===== config.mk =====
export PLATFORM = sky130hd
export DESIGN_NAME = mmb_regs
export DESIGN_NICKNAME = d
export VERILOG_FILES = /design/src/mmb_regs.v
export VERILOG_INCLUDE_DIRS = /design/src
export SDC_FILE = /design/constraint.sdc
export NUM_CORES = 1
export LEC_CHECK = 0
export ABC_AREA = 1
export BUFFER_PORTS_ARGS = -buffer_cell sky130_fd_sc_hd__buf_2
export CORE_MARGIN = 2
export CORE_UTILIZATION = 25
export DETAILED_ROUTE_END_ITERATION = 8
export SLEW_MARGIN = 10
export SYNTH_ARGS = -nofsm -noshare
export SYNTH_HDL_FRONTEND = slang
export SYNTH_SLANG_ARGS = --single-unit

===== constraint.sdc =====
create_clock -name clk -period 2.3 [get_ports clk]
set_input_delay 0.46 -clock clk [delete_from_list [all_inputs] [get_ports clk]]
set_output_delay 0.46 -clock clk [all_outputs]
set_load 0.05 [all_outputs]

===== src/mmb_defs.vh =====
// Constants for the message mailbox register front end.
// Assumes inclusion by the mailbox design file only.
`ifndef MMB_DEFS_VH
`define MMB_DEFS_VH
`define MMB_BASE_ADDR     32'h40016000
`define MMB_WIN_MASK      32'hFFFFF000
`define MMB_OFF_CTRL      12'h000
`define MMB_OFF_STAT      12'h004
`define MMB_OFF_IEN       12'h008
`define MMB_OFF_BYTE      12'h010
`define MMB_OFF_WORD      12'h014
`define MMB_OFF_MBYTE     12'h018
`define MMB_OFF_MWORD     12'h01C
`define MMB_CTRL_LOOP     5
`define MMB_CTRL_EN       4
`define MMB_CTRL_RXW      3
`define MMB_CTRL_TXW      2
`define MMB_CTRL_FBUSY    1
`define MMB_CTRL_FREQ     0
`define MMB_ST_CMD        7
`define MMB_ST_UNDER      3
`define MMB_ST_OVER       2
`define MMB_ST_RXOK       1
`define MMB_ST_TXOK       0
`define MMB_CTRL_RST      8'h20
`define MMB_FLUSH_CYC     4'h4
`endif


===== src/mmb_regs.v =====
// Message mailbox register front end: APB slave, control/status, two byte FIFOs.
// Assumes rst_n comes from the soft-reset register bit; peer and DMA sit outside.
// Behaviour
// - Control bit 5 loopback, resets to one
// - Control bit 4 enable, resets to zero
// - Control bit 3 selects receive read width
// - Receive request and flag follow receive width
// - Control bit 2 selects transmit write width
// - Transmit request and flag follow transmit width
// - Control bit 1 shows flush in progress
// - Writing one to bit 0 starts flush
// - Flush completion never signalled early
// - Decode 4 KB window and register offsets
// - Status event bits clear on write one
// - Occupancy flags track live FIFO state
// - Status bit 7 shows head command marker
// - Overflow bit 2, underflow bit 3
// - Word ports set width four (transmit writes only while enabled), byte ports one
// - Marker word sends low byte first, marked
`include "mmb_defs.vh"
module mmb_regs #(
    parameter DEPTH = 8,
    parameter AW    = 3
) (
    input  wire        clk,
    input  wire        rst_n,
    input  wire        psel,
    input  wire        penable,
    input  wire        pwrite,
    input  wire [31:0] paddr,
    input  wire [31:0] pwdata,
    output reg  [31:0] prdata,
    output wire        pready,
    output wire        pslverr,
    output wire [8:0]  tx_out_data,
    output wire        tx_out_valid,
    input  wire        tx_out_ready,
    input  wire [8:0]  rx_in_data,
    input  wire        rx_in_valid,
    output wire        rx_in_ready,
    output wire        tx_dma_request,
    output wire        rx_dma_request,
    output wire        mailbox_irq,
    output wire        loopback_mode,
    output wire        mailbox_enabled
);
    localparam [AW:0] FOUR = 4;
    // One-hot flush states
    localparam [1:0]  FL_IDLE = 2'b01;
    localparam [1:0]  FL_BUSY = 2'b10;

    reg  [5:0]     ctrl_q;
    reg  [7:0]     ien_q;
    reg            over_q;
    reg            under_q;
    reg  [3:0]     flush_cnt_q;
    reg  [3:0]     flush_cnt_d;
    reg  [1:0]     flush_st_q;
    reg  [1:0]     flush_st_d;
    reg  [8:0]     txm_q [0:DEPTH-1];
    reg  [8:0]     rxm_q [0:DEPTH-1];
    reg  [AW-1:0]  tx_wp_q;
    reg  [AW-1:0]  tx_rp_q;
    reg  [AW:0]    tx_cnt_q;
    reg  [AW-1:0]  rx_wp_q;
    reg  [AW-1:0]  rx_rp_q;
    reg  [AW:0]    rx_cnt_q;
    reg  [8:0]     skid_data_q [0:1];
    reg  [1:0]     skid_cnt_q;
    reg            skid_rp_q;
    reg            skid_wp_q;
    reg  [7:0]     rd_mux;

    wire        acc     = psel & penable;
    wire        in_win  = (paddr & `MMB_WIN_MASK) == `MMB_BASE_ADDR;
    wire [11:0] off     = paddr[11:0];
    wire        wr      = acc & pwrite & in_win;
    wire        rd      = acc & ~pwrite & in_win;
    wire        is_word = (off == `MMB_OFF_WORD) | (off == `MMB_OFF_MWORD);
    wire        is_byte = (off == `MMB_OFF_BYTE) | (off == `MMB_OFF_MBYTE);
    wire        is_mark = (off == `MMB_OFF_MBYTE) | (off == `MMB_OFF_MWORD);
    wire        fbusy   = flush_st_q[1];
    wire        en      = ctrl_q[`MMB_CTRL_EN];
    wire        loop    = ctrl_q[`MMB_CTRL_LOOP];

    // Register selects within the window
    wire        sel_ctrl = off == `MMB_OFF_CTRL;
    wire        sel_stat = off == `MMB_OFF_STAT;
    wire        sel_ien  = off == `MMB_OFF_IEN;
    wire        flush_go = wr & sel_ctrl & pwdata[`MMB_CTRL_FREQ];

    // Room and fill judged at the width actually moved
    wire [AW:0] tx_free = DEPTH[AW:0] - tx_cnt_q;
    wire        tx_ok   = ctrl_q[`MMB_CTRL_TXW] ? (tx_free >= FOUR) : (tx_free != 0);
    wire        rx_ok   = ctrl_q[`MMB_CTRL_RXW] ? (rx_cnt_q >= FOUR) : (rx_cnt_q != 0);
    wire        tx_push = wr & (is_word | is_byte) & en;
    wire        tx_fits = is_word ? (tx_free >= FOUR) : (tx_free != 0);
    wire        rx_pop  = rd & (is_word | is_byte);
    wire        rx_has  = is_word ? (rx_cnt_q >= FOUR) : (rx_cnt_q != 0);
    // Accepted write moves one byte or a whole word; pushes while disabled are dropped
    wire        tx_wr_ok = tx_push & tx_fits;
    wire [2:0]  tx_wstep = tx_wr_ok ? (is_word ? 3'd4 : 3'd1) : 3'd0;

    // Output skid buffer: a stall by the peer loses no byte
    wire        skid_full = skid_cnt_q == 2'd2;
    wire        tx_drain  = (tx_cnt_q != 0) & ~skid_full & ~loop & en & ~fbusy;
    wire        skid_out  = tx_out_ready & (skid_cnt_q != 0);
    // Loopback moves transmit bytes straight into the receive FIFO
    wire        lb_move   = loop & en & ~fbusy & (tx_cnt_q != 0) & (rx_cnt_q != DEPTH[AW:0]);
    wire        rx_space  = rx_cnt_q != DEPTH[AW:0];
    wire        rx_take   = rx_in_valid & rx_space & ~loop & en & ~fbusy;
    wire        tx_rd     = tx_drain | lb_move;

    assign tx_out_valid    = skid_cnt_q != 0;
    assign tx_out_data     = skid_data_q[skid_rp_q];
    assign rx_in_ready     = rx_space & ~loop & en & ~fbusy;
    assign tx_dma_request  = tx_ok & en;
    assign rx_dma_request  = rx_ok & en;
    assign pready          = 1'b1;
    assign pslverr         = 1'b0;
    assign loopback_mode   = loop;
    assign mailbox_enabled = en;

    wire       st_cmd = rxm_q[rx_rp_q][8] & (rx_cnt_q != 0);
    // Bits 6..4 report the peer-side transfer path, which this block leaves out
    wire [7:0] status = {st_cmd, 3'b000, under_q, over_q, rx_ok, tx_ok};
    assign mailbox_irq = |(status & ien_q);

    // Word read gathers four bytes, oldest in the low lane
    wire [31:0] rx_word = {rxm_q[rx_rp_q+3'd3][7:0], rxm_q[rx_rp_q+3'd2][7:0],
                           rxm_q[rx_rp_q+3'd1][7:0], rxm_q[rx_rp_q][7:0]};

    always @* begin
        case (off)
            `MMB_OFF_CTRL: rd_mux = {2'b00, ctrl_q[5:2], fbusy, fbusy};
            `MMB_OFF_STAT: rd_mux = status;
            `MMB_OFF_IEN:  rd_mux = ien_q;
            default:       rd_mux = 8'h00;
        endcase
    end

    // Flush sequencer: held busy for a fixed count so completion never shows early
    always @* begin
        flush_st_d  = flush_st_q;
        flush_cnt_d = flush_cnt_q;
        case (flush_st_q)
            FL_IDLE: begin
                if (flush_go) begin
                    flush_st_d  = FL_BUSY;
                    flush_cnt_d = `MMB_FLUSH_CYC;
                end
            end
            FL_BUSY: begin
                if (flush_go)
                    flush_cnt_d = `MMB_FLUSH_CYC;
                else if (flush_cnt_q == 4'h1) begin
                    flush_st_d  = FL_IDLE;
                    flush_cnt_d = 4'h0;
                end else
                    flush_cnt_d = flush_cnt_q - 4'h1;
            end
            default: begin
                flush_st_d  = FL_IDLE;
                flush_cnt_d = 4'h0;
            end
        endcase
    end

    always @(posedge clk or negedge rst_n) begin
        if (!rst_n) begin
            flush_st_q  <= FL_IDLE;
            flush_cnt_q <= 4'h0;
        end else begin
            flush_st_q  <= flush_st_d;
            flush_cnt_q <= flush_cnt_d;
        end
    end

    // Read data is registered: it shows on the cycle after the access phase
    always @(posedge clk or negedge rst_n) begin
        if (!rst_n)
            prdata <= 32'h00000000;
        else if (rd) begin
            if (is_word)
                prdata <= rx_word;
            else if (is_byte)
                prdata <= {24'h000000, rxm_q[rx_rp_q][7:0]};
            else
                prdata <= {24'h000000, rd_mux};
        end
    end

    always @(posedge clk or negedge rst_n) begin
        if (!rst_n) begin
            ctrl_q <= 6'h20;
            ien_q  <= 8'h00;
        end else begin
            if (wr & sel_ctrl)
                ctrl_q[5:2] <= pwdata[5:2];
            if (wr & sel_ien)
                ien_q <= pwdata[7:0];
            if (tx_push | (wr & is_byte))
                ctrl_q[`MMB_CTRL_TXW] <= is_word;
            if (rx_pop)
                ctrl_q[`MMB_CTRL_RXW] <= is_word;
        end
    end

    // Set beats clear in the same cycle, so no event is lost to a racing clear
    always @(posedge clk or negedge rst_n) begin
        if (!rst_n) begin
            over_q  <= 1'b0;
            under_q <= 1'b0;
        end else begin
            over_q  <= (tx_push & ~tx_fits) |
                       (over_q & ~(wr & sel_stat & pwdata[`MMB_ST_OVER]));
            under_q <= (rx_pop & ~rx_has) |
                       (under_q & ~(wr & sel_stat & pwdata[`MMB_ST_UNDER]));
        end
    end

    integer k;

    // Transmit FIFO
    always @(posedge clk or negedge rst_n) begin
        if (!rst_n) begin
            tx_wp_q  <= {AW{1'b0}};
            tx_rp_q  <= {AW{1'b0}};
            tx_cnt_q <= {(AW+1){1'b0}};
            for (k = 0; k < DEPTH; k = k + 1)
                txm_q[k] <= 9'h000;
        end else if (fbusy) begin
            tx_wp_q  <= {AW{1'b0}};
            tx_rp_q  <= {AW{1'b0}};
            tx_cnt_q <= {(AW+1){1'b0}};
        end else begin
            if (tx_push & tx_fits) begin
                if (is_word) begin
                    txm_q[tx_wp_q]      <= {is_mark, pwdata[7:0]};
                    txm_q[tx_wp_q+3'd1] <= {1'b0, pwdata[15:8]};
                    txm_q[tx_wp_q+3'd2] <= {1'b0, pwdata[23:16]};
                    txm_q[tx_wp_q+3'd3] <= {1'b0, pwdata[31:24]};
                end else
                    txm_q[tx_wp_q] <= {is_mark, pwdata[7:0]};
            end
            // Pointers wrap at the depth; the count alone tells full from empty
            tx_wp_q  <= tx_wp_q + tx_wstep;
            tx_rp_q  <= tx_rp_q + {2'b00, tx_rd};
            tx_cnt_q <= tx_cnt_q + {1'b0, tx_wstep} - {3'b000, tx_rd};
        end
    end

    // Receive FIFO
    wire        rx_wen = rx_take | lb_move;
    wire [8:0]  rx_win = loop ? txm_q[tx_rp_q] : rx_in_data;
    wire        rx_ren = rx_pop & rx_has;
    // A short read pops nothing; it raises the underflow event and still sets the receive width bit
    wire [2:0]  rx_rstep = rx_ren ? (is_word ? 3'd4 : 3'd1) : 3'd0;
    always @(posedge clk or negedge rst_n) begin
        if (!rst_n) begin
            rx_wp_q  <= {AW{1'b0}};
            rx_rp_q  <= {AW{1'b0}};
            rx_cnt_q <= {(AW+1){1'b0}};
            for (k = 0; k < DEPTH; k = k + 1)
                rxm_q[k] <= 9'h000;
        end else if (fbusy) begin
            rx_wp_q  <= {AW{1'b0}};
            rx_rp_q  <= {AW{1'b0}};
            rx_cnt_q <= {(AW+1){1'b0}};
        end else begin
            if (rx_wen)
                rxm_q[rx_wp_q] <= rx_win;
            rx_wp_q  <= rx_wp_q + {2'b00, rx_wen};
            rx_rp_q  <= rx_rp_q + rx_rstep;
            rx_cnt_q <= rx_cnt_q + {3'b000, rx_wen} - {1'b0, rx_rstep};
        end
    end

    // Two-entry skid buffer toward the peer
    always @(posedge clk or negedge rst_n) begin
        if (!rst_n) begin
            skid_cnt_q     <= 2'd0;
            skid_rp_q      <= 1'b0;
            skid_wp_q      <= 1'b0;
            skid_data_q[0] <= 9'h000;
            skid_data_q[1] <= 9'h000;
        end else if (fbusy) begin
            skid_cnt_q <= 2'd0;
            skid_rp_q  <= 1'b0;
            skid_wp_q  <= 1'b0;
        end else begin
            if (tx_drain)
                skid_data_q[skid_wp_q] <= txm_q[tx_rp_q];
            skid_wp_q  <= skid_wp_q ^ tx_drain;
            skid_rp_q  <= skid_rp_q ^ skid_out;
            skid_cnt_q <= skid_cnt_q + {1'b0, tx_drain} - {1'b0, skid_out};
        end
    end
endmodule // mmb_regs


Yosys cells after proc, flatten, opt, wreduce, memory -nomap -nowiden. Cells that the tools add are included.

Register bits after elaboration: 238. Bits in latches: 0. Memory bits (writable): 0. Bits in read-only memories: 0. Bits of input ports: 80. Word-level logic and storage cells: 247. Memories: 0.

Add/sub/neg operators: 18. $mul: 0. Divide/modulo/power cells: 0. Order comparisons: 20. Equality and inequality tests: 15. Shifts and indexed selects: 0. Muxes and demuxes: 68. Bitwise logic cells: 72. Reductions and logical operators: 18.

Operators with widths (count): $bwmux 72 (5); $bmux 9 s3 (5); $demux 9 s3 (5); $mux 9 (14); $mux 72 (1); $mux 8 (7); $eq 12x5->1 const B (4); $and 1x1->1 (40); $ge 4x4->1 const B (10); $not 3->4 (10); $mux 32 (1); $pmux 8 s3 (1); $mux 3 (7); $eq 20x19->1 const B (1); $lt 4x1->1 const B (5); $mux 4 (5); $bwmux 18 (1); $add 3x2->3 const B (4); $eq 12x3->1 const B (1); $eq 12x4->1 const B (1); $logic_not 12->1 (1); $reduce_bool 4->1 (3); $mux 2 (5); $demux 9 s1 (1); other kinds (32) (73).

Longest topological paths before layout.
Depth in word-level cells: 10. Mapped depth: 16. Mapped depth without buffers: 15.

Least setup slack after synthesis. OpenSTA, ideal clock, no wires.

Path kind: input port to flip-flop. Start point: in paddr[8]. End point: reg rx_cnt_q[2]. Setup time: 0.123 ns. Arrival time: 2.520 ns. Setup slack: -0.343 ns. Stages: 15. Buffers on the path: 1. Cell sequence: nor2_1 > nand2_1 > nor2_1 > nand2_2 > inv_2 > buf_2 > nand2_1 > nand2_1 > nor4_1 > ha_1 > inv_1 > ha_1 > fa_1 > o21ai_0 > a21oi_1.

Cells in the longest elaborated chain, start to end: 8. Elaborated cells between the ends (all ways): 14. Those cells by class: 1 x add/sub; 4 x eq/ne; 4 x mux; 5 x bitwise.

Ends and longest elaborated chain: start: declaration (line mmb_regs.v:30) `input wire [31:0] paddr,`; $eq 12x5->1 (no line); $or 1x1->1 (on tied branches) (line mmb_regs.v:79, mmb_regs.v:80); $or 1x1->1 (line mmb_regs.v:98) `wire rx_pop = rd & (is_word | is_byte);`; $and 1x1->1 (line mmb_regs.v:98); $and 1x1->1 (line mmb_regs.v:256) `wire rx_ren = rx_pop & rx_has;`; $mux 3 (*) (line mmb_regs.v:258) `wire [2:0] rx_rstep = rx_ren ? (is_word ? 3'd4 : 3'd1) : 3'd0;`; $sub 4x3->4 (*) (line mmb_regs.v:275) `rx_cnt_q <= rx_cnt_q + {3'b000, rx_wen} - {1'b0, rx_rstep};`; $mux 4 (*) (line mmb_regs.v:266) `end else if (fbusy) begin`; end signal: assignment (line mmb_regs.v:263) `rx_cnt_q <= {(AW+1){1'b0}};`; end signal: assignment (line mmb_regs.v:269) `rx_cnt_q <= {(AW+1){1'b0}};`; end signal: assignment (line mmb_regs.v:275); end: declaration (line mmb_regs.v:67) `reg [AW:0] rx_cnt_q;`.

Mark *: on every way between the ends. The rest lies on a longest branch, timed or not. A chain may end at the register's enable or synchronous reset.

Worst setup path after layout.
Start point: reg rx_cnt_q[0]. End point: out mailbox_irq.

Cells in the longest elaborated chain, start to end: 4. Elaborated cells between the ends (all ways): 6. Those cells by class: 1 x order compare; 1 x mux; 2 x bitwise; 2 x reduce/logical.

Ends and longest elaborated chain: $ge 4x3->1 or $reduce_bool 4->1 (tied branches) (line mmb_regs.v:95, mmb_regs.v:124); $mux 1 or $and 1x1->1 (tied branches) (line mmb_regs.v:95, mmb_regs.v:124); $and 8x8->8 (*) (line mmb_regs.v:127) `assign mailbox_irq = |(status & ien_q);`; $reduce_or 8->1 (*) (line mmb_regs.v:127); end: declaration (line mmb_regs.v:43) `output wire mailbox_irq,`.

Marks and branches as above.

==> impl_summary.log <==
[metrics] outcome: finished, violations left
[metrics] violations in the final reports: setup timing
[metrics] number of vias after detailed routing: approximately 16,000
[metrics] pin slew with the least headroom to its limit: around 0.8 ns
[metrics] Antenna Violating Nets Remaining: 0
[metrics] Crit path arrival time: slightly above 2 ns
[metrics] Max Fanout on Critical Path: 3
[metrics] CTS tree: done
[metrics] commonest cells in the netlist: nand2_1, o21ai_0, dfrtp_1
[metrics] CTS clk-pin slew, worst paths: 0.06 ns
[metrics] post-synthesis cell type count: 50
[metrics] H-tree level count: 1
[metrics] largest delay contributor family on the critical path: simple AND/OR/NAND/NOR gates
[metrics] register area share after synthesis: 0.382
[metrics] Critical Path Source Type: register
[metrics] clock network fraction of total power: 0.298
[metrics] DR iter-0 viols: 1,658
[metrics] number of iterations in the first detailed-routing pass: 8
[metrics] gate count of the mapped netlist: approximately 2,300
[metrics] Fin Hold WS: between 0.2 and 0.25 ns
[metrics] kind of critical path: register to output pin
[metrics] number of setup violations in the final report: 6
[metrics] number of top-level pins: 130
[metrics] cell seen most often among critical-path stages: nand2_1
[metrics] total clock buffers created by CTS: 29
[metrics] worst setup path endpoint: mailbox_irq
[metrics] Setup WS pre-CTS: -0.320 ns
[metrics] #FFs+latches synth: 238
[metrics] GRT overflow: 0
[metrics] average size of a mapped cell: between 6 and 7 um^2
[metrics] number of cells on the critical path: 8
[metrics] initial core utilization: 0.253
[metrics] vertical extent of the die: 254 um
[metrics] Slew Limit Headroom: 0.464
[metrics] Post-Route WL: approximately 57,000 um
[metrics] die width: about 250 um
[metrics] Crit Reg-Reg Startpoint: tx_cnt_q[1]
[metrics] synthesized net count: around 2,400
[metrics] Final Net Count: about 2,600
[metrics] async set-reset flop share out of synthesis: 1.00
[metrics] clock net sink count: about 240
[metrics] clk buf depth: 3
[metrics] clock root buffer: clkbuf_16
[metrics] count of buffer and inverter cells on the critical path: 2
[metrics] PD cells: ~900 mW/mm^2
[metrics] Avg Vias per Cell: slightly below 5
[metrics] Die ar.: between 0.06 and 0.07 mm^2
[metrics] via count of the first global-routing pass: between 15,000 and 20,000
[metrics] minimum clock period: between 2 and 2.5 ns
[metrics] Yosys warnings: 0
[metrics] Final Hold Violating Endpoints: 0
[metrics] internal power: around 11 mW
[metrics] worst reg2reg path endpoint: rx_cnt_q[1]
[metrics] proportion of power drawn by flip-flops and latches: 0.327
[metrics] area added between synthesis and finish: 25.0%
[metrics] Util after Layout: 0.316
[metrics] share of Yosys cell area claimed by the top area cell type: 0.379
[metrics] remaining routing DRC violations: 0
[metrics] cell breakdown of the critical path: nor2_1 -> buf_4 -> nand2_1 -> o21ai_1 -> nor2_2 -> nand2_1 -> o2111ai_2 -> buf_6
[metrics] most frequent cell after synthesis: nand2_1
[metrics] number of inserted diodes: 0
[metrics] max-slew violations: 0
[metrics] pin count of the biggest net entering global routing: a little under 90
[metrics] top cells by area, synth: dfrtp_1, nand2_1, o21ai_0, inv_1, nor2_1
[metrics] Synth Flop Type: dfrtp_1
[metrics] P_leak: approximately 9.4 nW
[metrics] number of maximum-capacitance constraint violations: 0
[metrics] clk_skew: 0.0149 ns
[metrics] maximum resistive drop on vdd: ~0.00061 V
[metrics] post-synthesis cell type with the largest combined area: dfrtp_1
[metrics] Slowest cell on crit path: dfrtp_1
[metrics] Clk Latency, worst-skew pair: ~0.6 ns
[metrics] critical path capture point type: output pin
[metrics] PnR worst setup slack: -0.197 ns
[metrics] placed wire-length estimate after detailed placement: around 43,000 um
[metrics] endpoint required time on the critical path: around 1.8 ns
[metrics] setup repair after global routing missed its margin: true
[metrics] routability cong.: between 0.9 and 1
[metrics] Routed WL per cell: 17.0 um
[metrics] depth of the worst register-to-register path: 13
[metrics] Comb power frac: 0.375
[metrics] post-route fraction of the period consumed by the critical path: 1.09
[metrics] core area: between 0.06 and 0.07 mm^2
[metrics] HP Class: primary input to register
[metrics] switching power share of the total: 0.398
[metrics] global-route wire length before repair: 89,000 um
[metrics] CP peak stage delay: roughly 0.39 ns
[metrics] initial antenna violation count: 1
[metrics] R2R setup slack: -0.01 ns
[metrics] share of final-layout standard cells stronger than drive strength 1: 0.177
[metrics] first element of the critical path: rx_cnt_q[0]
[metrics] timing-limited maximum frequency: ~400 MHz
[metrics] Psw: 7.01 mW
[metrics] cell area after synthesis: roughly 0.016 mm^2
[metrics] Overall Global Routing Usage: 0.177
[metrics] Post-synth EDFFs: 0
[metrics] floorplan row count: between 90 and 100
[metrics] number of port buffers: approximately 130
-- repair_timing --
| action | 4_1_cts | 5_1_grt |
|---|---|---|
| cloned | 0 | 1 |
| resized for setup | 28 | 31 |
| endpoints found under the hold margin | 46 | 0 |
| setup endpoints to repair | 14 | 37 |
| pin swaps | 14 | 13 |
| setup buffers | 20 | 5 |
| hold buffers | 1 | 0 |
-- power groups by stage --
stage          sequential, mW  clock (mW)  combinational (mW)
2_1_floorplan            5.59           0                4.03
3_3_place_gp             5.76           0                6.11
3_5_place_dp             5.78           0                6.20
4_1_cts                  5.73        5.33                6.45
5_1_grt                  5.86        5.50                7.35
6_report                 5.75        5.25                6.60
-- sequential cells by signal, summed over array words and instances (netlist names), 3 cells and up --
signal       cells
tx_rp_q          3
prdata          32
tx_wp_q          3
skid_data_q     18
ien_q            8
rx_wp_q          3
txm_q           72
rx_cnt_q         4
rx_rp_q          3
rxm_q           72
tx_cnt_q         4
flush_cnt_q      4
-- cells in the final DEF, fill, tap and decap left out, drive strengths merged, types with 5 or more instances in the layout --
master,Yosys,routed
dfrtp,236,236
bufinv,0,7
nand3,73,73
o22ai,27,27
clkbuf,51,37
nand4,26,26
a21oi,100,100
nor3,14,14
ha,26,26
o21ai,410,410
xor2,9,9
clkinvlp,0,5
inv,221,222
o31ai,29,29
a32o,10,10
clkinv,2,7
nor2,198,198
xnor2,5,5
buf,61,290
nand2,744,744
o211ai,40,40
-- per-layer routing --
metal  track usage  up-vias  routed length, um
met2         0.285      581              26000
met1         0.243     7683              25700
li1              -     8012                  -
met4        0.0449        2               1400
met3        0.0325       90               4230
met5             0        -                 13
-- worst min path at each step --
stage                       startpoint        end  slack, ns  cells after the start
after floorplan                  rst_n  ctrl_q[2]       0.16                      0
after global placement           rst_n  rxm_q[42]       0.44                      1
after detailed placement         rst_n  rxm_q[42]       0.44                      1
after CTS                 tx_out_ready  skid_rp_q       0.20                      3
after global routing      tx_out_ready  skid_rp_q       0.25                      3
final                     tx_out_ready  skid_rp_q       0.23                      3
-- worst min-delay path, stage by stage --
cell and delay [ns]:
buf_2 0.15, nand2_1 0.10, a21oi_1 0.07
-- layout make-up --
| class | count | area [um^2] |
|---|---|---|
| Clock buffer | 37 | 776 |
| Fill cell | 6784 | 42200 |
| Tap cell | 837 | 1050 |
| Sequential cell | 238 | 5960 |
| Timing Repair Buffer | 291 | 2060 |
| Clock inverter | 17 | 290 |
| Multi-Input combinational cell | 1735 | 8510 |
| Timing Repair inverter | 1 | 5.00 |
| Inverter | 223 | 847 |
-- stage by stage --
stage / setup TNS (ns) / std cells / area (um^2) / power [mW]
floorplan: -0.641 / 2308 / 15700 / 9.62
global placement: -2.74 / 3304 / 18100 / 11.9
detailed placement: -3.67 / 3304 / 18100 / 12.0
global route: -1.16 / 3379 / 19500 / 18.7
CTS: -0.401 / 3377 / 19400 / 17.5
finish: -0.350 / 3379 / 19500 / 17.6
-- kinds of logic (layout without fill, tap and decap cells) --
logic type                 after synthesis  in the layout  share of synthesized area
other                                    2              2                   0.000482
DFF                                    238            238                      0.382
muxes                                    3              3                    0.00193
buffers and inverters                  335            569                     0.0867
and+or+nand+nor                       1062           1062                      0.277
xor gates and xnor gates                14             14                    0.00786
AOI/OAI and AO/OA                      626            626                      0.220
adders and majority gates               28             28                     0.0234
Power figures use the tool's default switching activity.
